### src/logic/rop_pkg.sv
// package: parameter word layout, defaults and per-bin data carriers
package rop_pkg;
	// ----------------------------------------------------------------
	// parameter word indices
	// ----------------------------------------------------------------
	localparam int unsigned ROP_WORD_CNT = 21;
	localparam logic [4:0] ROP_W_SAMPLE = 5'h01;
	localparam logic [4:0] ROP_W_OPTION = 5'h02;
	localparam logic [4:0] ROP_W_SLOPE = 5'h03;
	localparam logic [4:0] ROP_W_LOG_THR = 5'h04;
	localparam logic [4:0] ROP_W_CLUT_THR = 5'h05;
	localparam logic [4:0] ROP_W_QTY_THR = 5'h06;
	localparam logic [4:0] ROP_W_SNR_THR = 5'h07;
	localparam logic [4:0] ROP_W_CAL_REFL = 5'h08;
	localparam logic [4:0] ROP_W_MODE = 5'h09;
	localparam logic [4:0] ROP_W_FILTER = 5'h0a;
	localparam logic [4:0] ROP_W_FLAG_UZ = 5'h0b;
	localparam logic [4:0] ROP_W_FLAG_CZ = 5'h0c;
	localparam logic [4:0] ROP_W_FLAG_VEL = 5'h0d;
	localparam logic [4:0] ROP_W_FLAG_WID = 5'h0e;
	localparam logic [4:0] ROP_W_GAS = 5'h0f;
	localparam logic [4:0] ROP_W_FLAG_ZDR = 5'h10;
	localparam logic [4:0] ROP_W_DGO = 5'h11;
	localparam logic [4:0] ROP_W_DRO = 5'h12;
	localparam logic [4:0] ROP_W_WAVE = 5'h13;
	localparam logic [4:0] ROP_W_FLAGS = 5'h14;

	// ----------------------------------------------------------------
	// field positions
	// ----------------------------------------------------------------
	localparam int unsigned ROP_RNV_BIT = 0;
	localparam int unsigned ROP_CLR_BIT = 8;
	localparam int unsigned ROP_WIN_LSB = 9;
	localparam int unsigned ROP_UNF_BIT = 11;
	localparam int unsigned ROP_PAT_BIT = 12;
	localparam int unsigned ROP_MODE_LSB = 12;

	// ----------------------------------------------------------------
	// power-up values
	// ----------------------------------------------------------------
	localparam logic [15:0] ROP_DEF_SAMPLE = 16'h0019;
	localparam logic [15:0] ROP_DEF_FLAGS = 16'h0017;
	localparam logic [15:0] ROP_DEF_SLOPE = 16'h07ae;
	localparam logic [15:0] ROP_DEF_LOG_THR = 16'h0008;
	localparam logic [15:0] ROP_DEF_CLUT_THR = 16'hfe70;
	localparam logic [15:0] ROP_DEF_QTY_THR = 16'h0080;
	localparam logic [15:0] ROP_DEF_SNR_THR = 16'h00a0;
	localparam logic [15:0] ROP_DEF_CAL_REFL = 16'hfea0;
	localparam logic [15:0] ROP_DEF_GAS = 16'h0640;
	localparam logic [15:0] ROP_DEF_ZERO = 16'h0000;
	localparam logic [15:0] ROP_DEF_WAVE = 16'h14b4;
	localparam logic [15:0] ROP_DEF_FILTER = 16'h000a;
	localparam logic [15:0] ROP_DEF_FLAG_UZ = 16'haaaa;
	localparam logic [15:0] ROP_DEF_FLAG_CZ = 16'h8888;
	localparam logic [15:0] ROP_DEF_FLAG_VEL = 16'hc0c0;
	localparam logic [15:0] ROP_DEF_FLAG_WID = 16'hc000;
	localparam logic [15:0] ROP_DEF_FLAG_ZDR = 16'haaaa;

	// ----------------------------------------------------------------
	// gas attenuation break point and loopback length
	// ----------------------------------------------------------------
	localparam logic [15:0] ROP_GAS_KNEE = 16'h2710;
	localparam logic [4:0] ROP_LOOP_WORDS = 5'h10;

	// top-level processing modes
	typedef enum logic [2:0] {
		ROP_MODE_PULSE_PAIR,
		ROP_MODE_BATCH_FFT,
		ROP_MODE_RANDOM_PHASE,
		ROP_MODE_DUAL_SHORT,
		ROP_MODE_DUAL_BOTH,
		ROP_MODE_UNKNOWN
	} rop_mode_t;

	// one range bin's test inputs
	typedef struct packed {
		logic [15:0] reflectivity;
		logic signed [15:0] clutter_corr;
		logic [7:0] quality;
		logic [15:0] weather_snr;
		logic [15:0] power_db;
		logic signed [15:0] velocity;
		logic [15:0] width;
	} rop_bin_t;

	// one range bin's results
	typedef struct packed {
		logic [3:0] outcome;
		logic [4:0] accept;
		logic [11:0] log_power;
		logic [31:0] velocity_phys;
		logic [31:0] width_phys;
	} rop_result_t;

	// gas attenuation in units of 1e-5 dB/km
	typedef struct packed {
		logic active;
		logic [19:0] rate;
	} rop_gas_t;
endpackage : rop_pkg
### src/logic/rop_gate.sv
// file: operating parameter store and per-bin threshold gate
`timescale 1ns/100ps
module rop_gate #(
	parameter int unsigned WORDS = 21
) (
	input wire logic clock,
	input wire logic reset_n,
	input wire logic param_wr,
	input wire logic [4:0] param_index,
	input wire logic [15:0] param_data,
	input wire logic [4:0] readback_index,
	output logic [15:0] parameter_readback,
	input wire logic loop_start,
	input wire logic loop_in_valid,
	input wire logic [15:0] loop_in_data,
	input wire logic loop_out_ready,
	output logic loop_out_valid,
	output logic [15:0] loop_out_data,
	output logic loop_busy,
	input wire logic reconfig,
	input wire logic rate_switch,
	input wire logic pulse_tick,
	output logic clear_filter_state,
	output logic settle_busy,
	output rop_pkg::rop_mode_t top_level_mode,
	output logic dual_period_short_pairs,
	output logic dual_period_both_pairs,
	output logic window_hamming,
	output logic simple_unfold_select,
	output logic custom_pattern_processing,
	output logic range_norm_enable,
	output rop_pkg::rop_gas_t gas_atten,
	output logic [15:0] noise_slope,
	output logic signed [15:0] differential_gain_offset,
	output logic signed [15:0] depol_receiver_offset,
	input wire logic bin_valid,
	input wire rop_pkg::rop_bin_t bin_in,
	input wire logic signed [15:0] v_high,
	input wire logic signed [15:0] v_low,
	output logic signed [15:0] unfold_simple,
	output logic result_valid,
	output rop_pkg::rop_result_t result
);
	import rop_pkg::*;

	// ----------------------------------------------------------------
	// shadow copies of the parameter words
	// ----------------------------------------------------------------
	logic [15:0] w_option;
	logic [15:0] w_slope;
	logic [15:0] w_log_thr;
	logic [15:0] w_clut_thr;
	logic [15:0] w_qty_thr;
	logic [15:0] w_snr_thr;
	logic [15:0] w_mode;
	logic [15:0] w_filter;
	logic [15:0] w_gas;
	logic [15:0] w_wave;
	logic [15:0] w_flag [5];
	logic [15:0] w_dgo;
	logic [15:0] w_dro;
	logic init_wr;
	logic [4:0] init_idx;
	logic mem_wr;
	logic [4:0] mem_addr;
	logic [15:0] mem_data;

	// default value of each word, used for the power-up fill
	function automatic logic [15:0] rop_default(input logic [4:0] idx);
		unique case (idx)
			ROP_W_SAMPLE: rop_default = ROP_DEF_SAMPLE;
			ROP_W_SLOPE: rop_default = ROP_DEF_SLOPE;
			ROP_W_LOG_THR: rop_default = ROP_DEF_LOG_THR;
			ROP_W_CLUT_THR: rop_default = ROP_DEF_CLUT_THR;
			ROP_W_QTY_THR: rop_default = ROP_DEF_QTY_THR;
			ROP_W_SNR_THR: rop_default = ROP_DEF_SNR_THR;
			ROP_W_CAL_REFL: rop_default = ROP_DEF_CAL_REFL;
			ROP_W_FILTER: rop_default = ROP_DEF_FILTER;
			ROP_W_FLAG_UZ: rop_default = ROP_DEF_FLAG_UZ;
			ROP_W_FLAG_CZ: rop_default = ROP_DEF_FLAG_CZ;
			ROP_W_FLAG_VEL: rop_default = ROP_DEF_FLAG_VEL;
			ROP_W_FLAG_WID: rop_default = ROP_DEF_FLAG_WID;
			ROP_W_GAS: rop_default = ROP_DEF_GAS;
			ROP_W_FLAG_ZDR: rop_default = ROP_DEF_FLAG_ZDR;
			ROP_W_WAVE: rop_default = ROP_DEF_WAVE;
			ROP_W_FLAGS: rop_default = ROP_DEF_FLAGS;
			default: rop_default = ROP_DEF_ZERO;
		endcase
	endfunction : rop_default

	// power-up fill walks every word once so readback shows defaults
	always_ff @(posedge clock or negedge reset_n) begin
		if (!reset_n) begin
			init_wr <= 1'b1;
			init_idx <= 5'h00;
		end else if (init_wr) begin
			init_idx <= init_idx + 5'h01;
			if (init_idx == 5'(WORDS - 1)) begin
				init_wr <= 1'b0;
			end
		end
	end

	assign mem_wr = init_wr | param_wr;
	assign mem_addr = init_wr ? init_idx : param_index;
	assign mem_data = init_wr ? rop_default(init_idx) : param_data;

	rop_param_mem #(
		.DEPTH(WORDS),
		.WIDTH(16)
	) u_mem (
		.clock(clock),
		.reset_n(reset_n),
		.wr_en(mem_wr),
		.wr_addr(mem_addr),
		.wr_data(mem_data),
		.rd_addr(readback_index),
		.rd_data(parameter_readback)
	);

	// live copies steer the logic; host writes ignored during fill
	always_ff @(posedge clock or negedge reset_n) begin
		if (!reset_n) begin
			w_option <= ROP_DEF_ZERO;
			w_slope <= ROP_DEF_SLOPE;
			w_log_thr <= ROP_DEF_LOG_THR;
			w_clut_thr <= ROP_DEF_CLUT_THR;
			w_qty_thr <= ROP_DEF_QTY_THR;
			w_snr_thr <= ROP_DEF_SNR_THR;
			w_mode <= ROP_DEF_ZERO;
			w_filter <= ROP_DEF_FILTER;
			w_gas <= ROP_DEF_GAS;
			w_wave <= ROP_DEF_WAVE;
			w_flag[0] <= ROP_DEF_FLAG_UZ;
			w_flag[1] <= ROP_DEF_FLAG_CZ;
			w_flag[2] <= ROP_DEF_FLAG_VEL;
			w_flag[3] <= ROP_DEF_FLAG_WID;
			w_flag[4] <= ROP_DEF_FLAG_ZDR;
			w_dgo <= ROP_DEF_ZERO;
			w_dro <= ROP_DEF_ZERO;
		end else if (param_wr && !init_wr) begin
			unique case (param_index)
				ROP_W_OPTION: w_option <= param_data;
				ROP_W_SLOPE: w_slope <= param_data;
				ROP_W_LOG_THR: w_log_thr <= param_data;
				ROP_W_CLUT_THR: w_clut_thr <= param_data;
				ROP_W_QTY_THR: w_qty_thr <= param_data;
				ROP_W_SNR_THR: w_snr_thr <= param_data;
				ROP_W_MODE: w_mode <= param_data;
				ROP_W_FILTER: w_filter <= param_data;
				ROP_W_GAS: w_gas <= param_data;
				ROP_W_WAVE: w_wave <= param_data;
				ROP_W_FLAG_UZ: w_flag[0] <= param_data;
				ROP_W_FLAG_CZ: w_flag[1] <= param_data;
				ROP_W_FLAG_VEL: w_flag[2] <= param_data;
				ROP_W_FLAG_WID: w_flag[3] <= param_data;
				ROP_W_FLAG_ZDR: w_flag[4] <= param_data;
				ROP_W_DGO: w_dgo <= param_data;
				ROP_W_DRO: w_dro <= param_data;
				default: ;
			endcase
		end
	end

	// ----------------------------------------------------------------
	// mode and option decoding
	// ----------------------------------------------------------------
	always_comb begin
		unique case (w_mode[ROP_MODE_LSB +: 4])
			4'h0: top_level_mode = ROP_MODE_PULSE_PAIR;
			4'h1: top_level_mode = ROP_MODE_BATCH_FFT;
			4'h2: top_level_mode = ROP_MODE_RANDOM_PHASE;
			4'h4: top_level_mode = ROP_MODE_DUAL_SHORT;
			4'h5: top_level_mode = ROP_MODE_DUAL_BOTH;
			default: top_level_mode = ROP_MODE_UNKNOWN;
		endcase
	end

	// dual period modes alternate short and long trigger periods
	assign dual_period_short_pairs = top_level_mode == ROP_MODE_DUAL_SHORT;
	assign dual_period_both_pairs = top_level_mode == ROP_MODE_DUAL_BOTH;
	assign window_hamming = w_filter[ROP_WIN_LSB];
	assign simple_unfold_select = w_filter[ROP_UNF_BIT];
	assign custom_pattern_processing = w_filter[ROP_PAT_BIT];
	assign range_norm_enable = w_option[ROP_RNV_BIT];
	assign noise_slope = {2'b00, w_slope[15:2]};
	assign differential_gain_offset = w_dgo;
	assign depol_receiver_offset = w_dro;

	// simple unfold: high-rate minus low-rate estimate
	always_ff @(posedge clock or negedge reset_n) begin
		if (!reset_n) begin
			unfold_simple <= '0;
		end else begin
			unfold_simple <= v_high - v_low;
		end
	end

	// gas rate in 1e-5 dB/km; above knee each count is ten units
	always_ff @(posedge clock or negedge reset_n) begin
		if (!reset_n) begin
			gas_atten <= '0;
		end else begin
			gas_atten.active <= range_norm_enable && w_gas != 16'h0000;
			if (w_gas <= ROP_GAS_KNEE) begin
				gas_atten.rate <= {4'h0, w_gas};
			end else begin
				gas_atten.rate <= 20'(ROP_GAS_KNEE) +
					20'({4'h0, w_gas - ROP_GAS_KNEE} * 20'h0000a);
			end
		end
	end

	// ----------------------------------------------------------------
	// clutter filter settling
	// ----------------------------------------------------------------
	logic [7:0] settle_count;
	logic settle_req;

	assign settle_req = reconfig || rate_switch ||
		(param_wr && !init_wr);

	// zeroing pulses first, then settling counts pulses
	always_ff @(posedge clock or negedge reset_n) begin
		if (!reset_n) begin
			clear_filter_state <= 1'b0;
			settle_count <= 8'h00;
			settle_busy <= 1'b0;
		end else if (settle_req) begin
			clear_filter_state <= w_filter[ROP_CLR_BIT];
			settle_count <= w_filter[7:0];
			settle_busy <= w_filter[7:0] != 8'h00;
		end else begin
			clear_filter_state <= 1'b0;
			if (settle_busy && pulse_tick) begin
				settle_count <= settle_count - 8'h01;
				settle_busy <= settle_count != 8'h01;
			end
		end
	end

	// ----------------------------------------------------------------
	// loopback test: take sixteen words, then return them in order
	// ----------------------------------------------------------------
	logic [15:0] loop_buf [16];
	logic [4:0] loop_count;
	logic loop_return;

	// capture then replay; pointer reused for both phases
	always_ff @(posedge clock or negedge reset_n) begin
		if (!reset_n) begin
			loop_busy <= 1'b0;
			loop_return <= 1'b0;
			loop_count <= 5'h00;
		end else if (loop_start && !loop_busy) begin
			loop_busy <= 1'b1;
			loop_return <= 1'b0;
			loop_count <= 5'h00;
		end else if (loop_busy && !loop_return && loop_in_valid) begin
			loop_count <= loop_count + 5'h01;
			if (loop_count == ROP_LOOP_WORDS - 5'h01) begin
				loop_return <= 1'b1;
				loop_count <= 5'h00;
			end
		end else if (loop_return && loop_out_ready) begin
			loop_count <= loop_count + 5'h01;
			if (loop_count == ROP_LOOP_WORDS - 5'h01) begin
				loop_return <= 1'b0;
				loop_busy <= 1'b0;
			end
		end
	end

	// storage of the received words
	always_ff @(posedge clock) begin
		if (loop_busy && !loop_return && loop_in_valid) begin
			loop_buf[loop_count[3:0]] <= loop_in_data;
		end
	end

	assign loop_out_valid = loop_return;
	assign loop_out_data = loop_return ? loop_buf[loop_count[3:0]] : '0;

	// ----------------------------------------------------------------
	// per-bin threshold tests, one pipeline stage
	// ----------------------------------------------------------------
	logic [3:0] outcome;
	logic [23:0] scaled;

	// a failing test weighs zero; passing adds 1, 2, 4 or 8
	always_comb begin
		outcome[0] = bin_in.reflectivity >= w_log_thr;
		outcome[1] = bin_in.clutter_corr >= $signed(w_clut_thr);
		outcome[2] = bin_in.quality >= w_qty_thr[7:0];
		outcome[3] = bin_in.weather_snr >= w_snr_thr;
		scaled = 24'((32'(bin_in.power_db) * 32'(w_slope)) >> 16);
	end

	// results registered; throughput one bin a clock
	always_ff @(posedge clock or negedge reset_n) begin
		if (!reset_n) begin
			result_valid <= 1'b0;
			result <= '0;
		end else begin
			result_valid <= bin_valid;
			result.outcome <= outcome;
			for (int p = 0; p < 5; p++) begin
				result.accept[p] <= w_flag[p][outcome];
			end
			result.log_power <= scaled[23:12] != 12'h000 ? 12'hfff :
				scaled[11:0];
			// wavelength in units of 1e-3 cm times nyquist units
			result.velocity_phys <= 32'($signed(bin_in.velocity) *
				$signed({1'b0, w_wave}));
			result.width_phys <= 32'(bin_in.width) * 32'(w_wave);
		end
	end
endmodule : rop_gate

### src/logic/rop_param_mem.sv
// file: small register memory holding the parameter words
`timescale 1ns/100ps
module rop_param_mem #(
	parameter int unsigned DEPTH = 21,
	parameter int unsigned WIDTH = 16
) (
	input wire logic clock,
	input wire logic reset_n,
	input wire logic wr_en,
	input wire logic [4:0] wr_addr,
	input wire logic [WIDTH-1:0] wr_data,
	input wire logic [4:0] rd_addr,
	output logic [WIDTH-1:0] rd_data
);
	import rop_pkg::*;

	logic [WIDTH-1:0] mem [DEPTH];

	// read data registered so the host sees stable words
	always_ff @(posedge clock or negedge reset_n) begin
		if (!reset_n) begin
			rd_data <= '0;
		end else if (rd_addr < 5'(DEPTH)) begin
			rd_data <= mem[rd_addr];
		end else begin
			rd_data <= '0;
		end
	end

	// write port; storage needs no reset, the top loads defaults
	always_ff @(posedge clock) begin
		if (wr_en && wr_addr < 5'(DEPTH)) begin
			mem[wr_addr] <= wr_data;
		end
	end
endmodule : rop_param_mem

### config.mk
export PLATFORM = sky130hd
export DESIGN_NAME = rop_gate
export DESIGN_NICKNAME = d
export VERILOG_FILES = /design/src/logic/rop_pkg.sv /design/src/logic/rop_gate.sv /design/src/logic/rop_param_mem.sv
export SDC_FILE = /design/constraint.sdc
export NUM_CORES = 2
export LEC_CHECK = 0
export ABC_CLOCK_PERIOD_IN_PS = 6200
export BUFFER_PORTS_ARGS = -buffer_cell sky130_fd_sc_hd__buf_2
export CORE_ASPECT_RATIO = 1.1
export CORE_UTILIZATION = 45
export DETAILED_ROUTE_END_ITERATION = 10
export GPL_ROUTABILITY_DRIVEN = 0
export RECOVER_POWER = 50
export SLEW_MARGIN = 20
export SYNTH_ARGS = -nofsm -noshare
export SYNTH_HDL_FRONTEND = slang
export SYNTH_SLANG_ARGS = --single-unit
### constraint.sdc
create_clock -name clock -period 6.2 [get_ports clock]
set_input_delay 0.62 -clock clock [delete_from_list [all_inputs] [get_ports clock]]
set_output_delay 0.62 -clock clock [all_outputs]
set_load 0.01 [all_outputs]
# Word-level counts from Yosys, hierarchy flattened
# Memories as Yosys holds them, arrays and structs flattened.
# Cells that the tools add are included.
# op_classes
mux,39
n_lt_le_gt_ge,8
n_eq_ne,29
bitwise,1
addsub,6
n_reduce_logical,40
mul,4
# ops
cell,count
$mul 16x16->32,2
$ge 16x16->1,3
$mux 16,3
$eq 5x4->1 const B,8
$reduce_and 2->1,17
$mul 16x17->32,1
$eq 5x5->1 const B,5
$mux 5,5
$mux 1,21
$add 14x20->20 const A,1
$bmux 1 s4,5
$eq 5x3->1 const B,4
$mux 20,1
$mul 16x3->19 const B,1
$le 16x14->1 const B,1
$mux 8,2
$reduce_bool 16->1,1
$sub 16x14->16 const B,1
$sub 16x16->16,1
$pmux 3 s5,1
$mux 12,1
$reduce_bool 12->1,1
$add 5x1->5 const B,2
$eq 5x2->1 const B,2
other kinds (21),37
# word_totals
mem_bits_ro,512
mem_count,3
output_inout_bits,216
input_bits,188
ramBits,592
word_cells,165
reg_bits,408
# mem_list
memory,depth,word_bits,rd,rd_ports_with_merged_regs,wr,line_no,text
(no name shown),32,16,1,0,0,rop_gate.sv:70,unique case (idx)
u_mem.mem,21,16,1,0,1,rop_param_mem.sv:17,logic [WIDTH-1:0] mem [DEPTH];
loop_buf,16,16,1,0,1,rop_gate.sv:245,logic [15:0] loop_buf [16];

# Logic depth before layout (Yosys ltp)
# logic_depth
depth_word,5
depth_mapped,25
mapped_depth_nobuf,23

# By module
# From an unflattened synthesis, not the netlist that was laid out.
# unflattened
hier_cells,5553
hier_area_um2,66467.5
# by_module_without_submodules
module,area_per_inst_um2,seq_area_each_um2,cells_each,n_inst
rop_gate,52940.8,17246.5,4863,1
rop_param_mem,13526.7,10490.1,690,1

# Worst setup path before layout
# No wires, ideal clock.
# synth_timing
path_kind,reg2reg
from,reg w_slope[8]
to,reg result[64] (netlist name)
synth_period_minus_slack_ns,6.630
slack_ns,-0.430
path_stages_with_launch,26
required_ns,6.059
t_arrival_ns,6.488
setup_time_ns,0.141
path_buffers,3
path_cell_list,dfstp_2 > clkbuf_1 > clkbuf_1 > nand2_1 > fa_1 > inv_1 > fa_1 > inv_1 > fa_1 > inv_1 > fa_1 > fa_1 > inv_1 > fa_1 > inv_1 > ha_1 > nand4_1 > a2111oi_0 > a22oi_1 > o221ai_1 > nor2_1 > a31oi_1 > mux2_2 > nand2_1 > clkbuf_1 > nand3_1
# synth_via
elab_chain_len,3
# synth_rtl
item,line_no,text
start: declaration,rop_gate.sv:50,logic [15:0] w_slope;
start signal: assignment,rop_gate.sv:144,ROP_W_SLOPE: w_slope <= param_data;
$mul 16x16->32 *,rop_gate.sv:296,scaled = 24'((32'(bin_in.power_db) * 32'(w_slope)) >> 16);
$reduce_bool 12->1,rop_gate.sv:310,result.log_power <= scaled[23:12] != 12'h000 ? 12'hfff :
$mux 12 *,rop_gate.sv:310,
end: declaration,rop_gate.sv:42,output rop_pkg::rop_result_t result
# Mark *: on every way between the ends. The rest lies on a longest branch, timed or not.
# A chain may end at the register's enable or synchronous reset.

# Final worst setup path
# layout_timing
from,reg w_wave[5]
to,reg result[28] (netlist name)
# layout_via
elab_chain_len,1
# layout_rtl
item,line_no,text
start: declaration,rop_gate.sv:58,logic [15:0] w_wave;
start signal: assignment,rop_gate.sv:152,ROP_W_WAVE: w_wave <= param_data;
$mul 16x16->32,rop_gate.sv:315,result.width_phys <= 32'(bin_in.width) * 32'(w_wave);
# Every way passes these cells.

==> metrics.md <==
| Metric | Value |
|---|---|
| CP endpoint kind | `register` |
| Largest net degree at the start of global routing | `142` |
| Final HPWL DP | `126 mm` |
| Buf/Inv on CP | `6` |
| CP endpoint | `result[28]$_DFF_PN0_` |
| EDFF count, synth | `592` |
| FF-to-FF Start | `w_wave[5]$_DFFE_PN1P_` |
| HP Start | `v_low[0]` |
| Setup Skew | `0.0409 ns` |
| IO Port Bufs | `roughly 400` |
| Setup ws final | `-0.0570 ns` |
| Area of the multi-input gates | `35000 sq um` |
| Skew-Pair Late Insertion Delay | `0.73 ns` |
| CP Data Required Time | `slightly below 7 ns` |
| CTS tree | `built` |
| Slowest-stage cell, CP | `dfstp_2` |
| NumNets Final | `7426` |
| CTS Buffer Depth | `3` |
| Worst-path cell chain | `buf_12 > buf_6 > nand2_4 > fa_1 > inv_2 > fa_2 > inv_2 > fa_1 > fa_1 > inv_2 > fa_1 > fa_2 > ha_4 > buf_6 > a21o_1 > a21o_1 > a221o_1 > a211o_1 > a31o_4 > a211oi_4 > o211ai_1 > a21oi_1 > xnor2_1` |
| Syn Std Cell Area | `~66000 sq um` |
| Violated checks | `max-capacitance violations, max-slew violations, negative setup slack` |
| Max_slew headroom | `-1.37` |
| Tcrit/Tclk final | `1.01` |
| Core Area | `146000 sq um` |
| Synth Register Bits | `987` |
| GRT Total Usage | `0.238` |
| Worst path arrival time | `6.89 ns` |
| Post-route ant nets | `0` |
| CP Launch Type | `register` |
| Pwr Density | `between 500 and 600 nW/um^2` |
| Wirelength per Cell | `21.1 um` |
| Peak VDD IR | `roughly 1100 uV` |
| Die Ht | `between 400 and 500 um` |
| Primary FF master, synth | `edfxtp_1` |
| IO Count | `404` |
| Setup CP Type | `register to register` |
| Via density per instance | `between 5 and 6` |
| Most common cell after layout, fill and taps aside | `inv_1` |
| Crit path max-delay family | `adder cells` |
| Die width | `368 um` |
| R2r endpoint | `result[28]$_DFF_PN0_` |
| MaxCap Viol Count | `10` |
| Post-synth top area share | `0.269` |
| TritonCTS Buffers | `103` |
| DRC | `0` |
| Register Area | `27700 sq um` |
| CTS H-Tree Depth | `3` |
| Vias in the first global route | `between 40000 and 50000` |
| Yosys warns | `0` |
| Die ar. | `149000 sq um` |
| First-iteration detailed-routing DRC count | `2807` |
| Commonest cells after routing, fill and taps aside | `inv_1, nand2_1, edfxtp_1, fa_1, ha_1` |
| Tmin final | `between 6 and 7 ns` |
| CTS root buf | `clkbuf_16` |
| Hold Path Class | `primary input to register` |
| PnR Total Power | `44.3 mW` |
| Drt total wl | `around 170 mm` |
| Post-synth ARST share | `0.400` |
| Most frequent CP cell | `fa_1` |
| Crit Path Max Fanout | `5` |
| Final hold vios | `0` |
| Max-slew violation count | `472` |
| Share of layout cells above drive strength 1 | `0.200` |
| Hold_ws | `roughly 0.15 ns` |
| CP Depth | `23` |
| Worst setup path start | `w_wave[5]$_DFFE_PN1P_` |
| Sequential area share after synthesis | `0.419` |
| Starting density of the core | `0.453` |
| DRT Pass-1 Iters | `5` |
| Antenna violations before repair | `21` |
| Crit path largest cell delay | `0.58 ns` |
| Highest Clock Rate | `160 MHz` |
| Leak | `around 34 nW` |
| Top cells by area, synth | `edfxtp_1, fa_1, dfrtp_1` |
| Worst Reg2Reg Path Length in Cells | `23` |
| Post-place setup slack | `-0.434 ns` |
| Num rows | `147` |
| CTS Sinks | `just under 1000` |
| Synth unique cells | `70` |
| CTS clk-pin slew, worst paths | `about 0.06 ns` |
| Final setup violation count | `4` |
| Area growth syn-to-layout | `16.4%` |
| RSZ-0062 raised after global routing | `yes` |
| Yosys top cell by area | `edfxtp_1` |
| Global-route wire length before repair | `270 mm` |
| Status | `complete, but fails checks` |
| Worst-Margin Slew | `3.55 ns` |
| Synth Instances | `5550` |
| FILL cells | `12900` |
| Via count | `43600` |
| Syn avg cell area | `11.9 sq um` |
| GR Overflow Total | `0` |
| R2R Setup Slk | `-0.06 ns` |
-- layer usage --
layer  GRT usage  wire, um  part of all wire  vias to the layer above
met5           0        13          0.000075                        -
met4      0.0578      3820             0.022                        2
met3      0.0358     10500             0.060                      216
met2       0.398     85100              0.49                     1170
met1       0.326     74500              0.43                    22400
li1            -         -                 -                    19900
-- worst min-delay path by stage --
stage	depth (start not counted)	to
6_report	3	unfold_simple[0]$_DFF_PN0_
5_1_grt	3	unfold_simple[0]$_DFF_PN0_
4_1_cts	3	unfold_simple[0]$_DFF_PN0_
3_5_place_dp	2	w_filter[8]$_DFFE_PN0P_
3_3_place_gp	2	w_filter[8]$_DFFE_PN0P_
2_1_floorplan	0	clear_filter_state$_DFF_PN0_
-- state kept, by name, summed over array words and instances, names as in the netlist, 4 cells and up --
signal / cells
loop_count: 5
w_snr_thr: 16
w_mode: 4
w_log_thr: 16
w_gas: 16
init_idx: 5
w_slope: 16
unfold_simple: 16
w_flag: 80
settle_count: 8
differential_gain_offset: 16
w_filter: 12
gas_atten: 21
depol_receiver_offset: 16
loop_buf: 256
u_mem.rd_data: 16
w_wave: 16
w_clut_thr: 16
w_qty_thr: 8
u_mem.mem: 336
result: 85
-- tightest hold or removal path: cells and delay by family --
| family | cells | cell delay, ns |
|---|---|---|
| buffers and inverters | 2 | 0.11 |
| adders and majority gates | 1 | 0.11 |
-- cell families (layout without fill, tap and decap cells) --
logic type / Yosys count / in the layout / synth area share
and+or+nand+nor: 1379 / 1379 / 0.0993
buffers and inverters: 1092 / 1847 / 0.0629
adders and majority gates: 1018 / 1018 / 0.259
DFF: 987 / 987 / 0.419
AOI/OAI and AO/OA: 559 / 559 / 0.0538
muxes: 387 / 387 / 0.0894
xor gates and xnor gates: 127 / 127 / 0.0168
other: 1 / 9 / 0.0000567
-- metrics by stage --
stage	area (sq um)	setup TNS [ns]	std cells	util
final	77000	-0.175	8250	0.528
after global routing	77000	-9.88	8246	0.527
after global placement	72800	-8.33	8005	0.498
after CTS	76800	-0.0316	8223	0.526
after detailed placement	72800	-9.23	8005	0.498
after floorplan	66400	0	5551	-
-- synthesized netlist by cell type (9+ instances only) --
cell / count
inv_1: 832
a2111oi_0: 10
nor2_1: 146
mux4_2: 148
o21ai_0: 179
nand4_1: 27
dfrtp_1: 335
o32ai_1: 16
a21boi_0: 19
a211oi_1: 18
clkbuf_1: 219
and3_1: 13
o22ai_1: 20
fa_1: 583
ha_1: 435
o21bai_1: 12
a21o_1: 59
o21a_1: 15
and2_1: 332
nor4_1: 9
edfxtp_1: 592
a21oi_1: 111
or3_1: 11
mux2i_1: 86
nor2b_1: 28
buf_4: 16
xnor2_1: 88
a31oi_1: 17
nor3_1: 38
nand3_1: 82
mux2_2: 153
nand2b_1: 41
dfstp_2: 60
nand2_1: 627
o221ai_1: 24
buf_1: 21
xor2_1: 39
-- timing repair --
action | CTS | global route
hold endpoints to repair | 53 | 0
hold buffers | 2 | 0
buffers inserted | 28 | 21
pin swaps | 35 | 50
cloned | 0 | 1
setup endpoints to repair | 29 | 32
resized for setup | 65 | 91
-- layout make-up --
class | instances | share of cell area
diodes | 7 | 0.000227
clock buffers | 125 | 0.0356
clock inverters | 66 | 0.00960
inverters | 832 | 0.0405
multi-input cells | 3472 | 0.454
flip-flops and latches | 987 | 0.360
well taps | 1937 | 0.0315
repair buffers | 824 | 0.0682
-- report_power, final --
group | leakage, nW | internal (mW) | switching (mW)
Clock | 1.65 | 3.63 | 2.76
Combinational | 22.0 | 14.0 | 15.2
Sequential | 10.1 | 8.12 | 0.631
Total | 33.7 | 25.7 | 18.6
No activity file was read; power rests on OpenSTA's default activity.
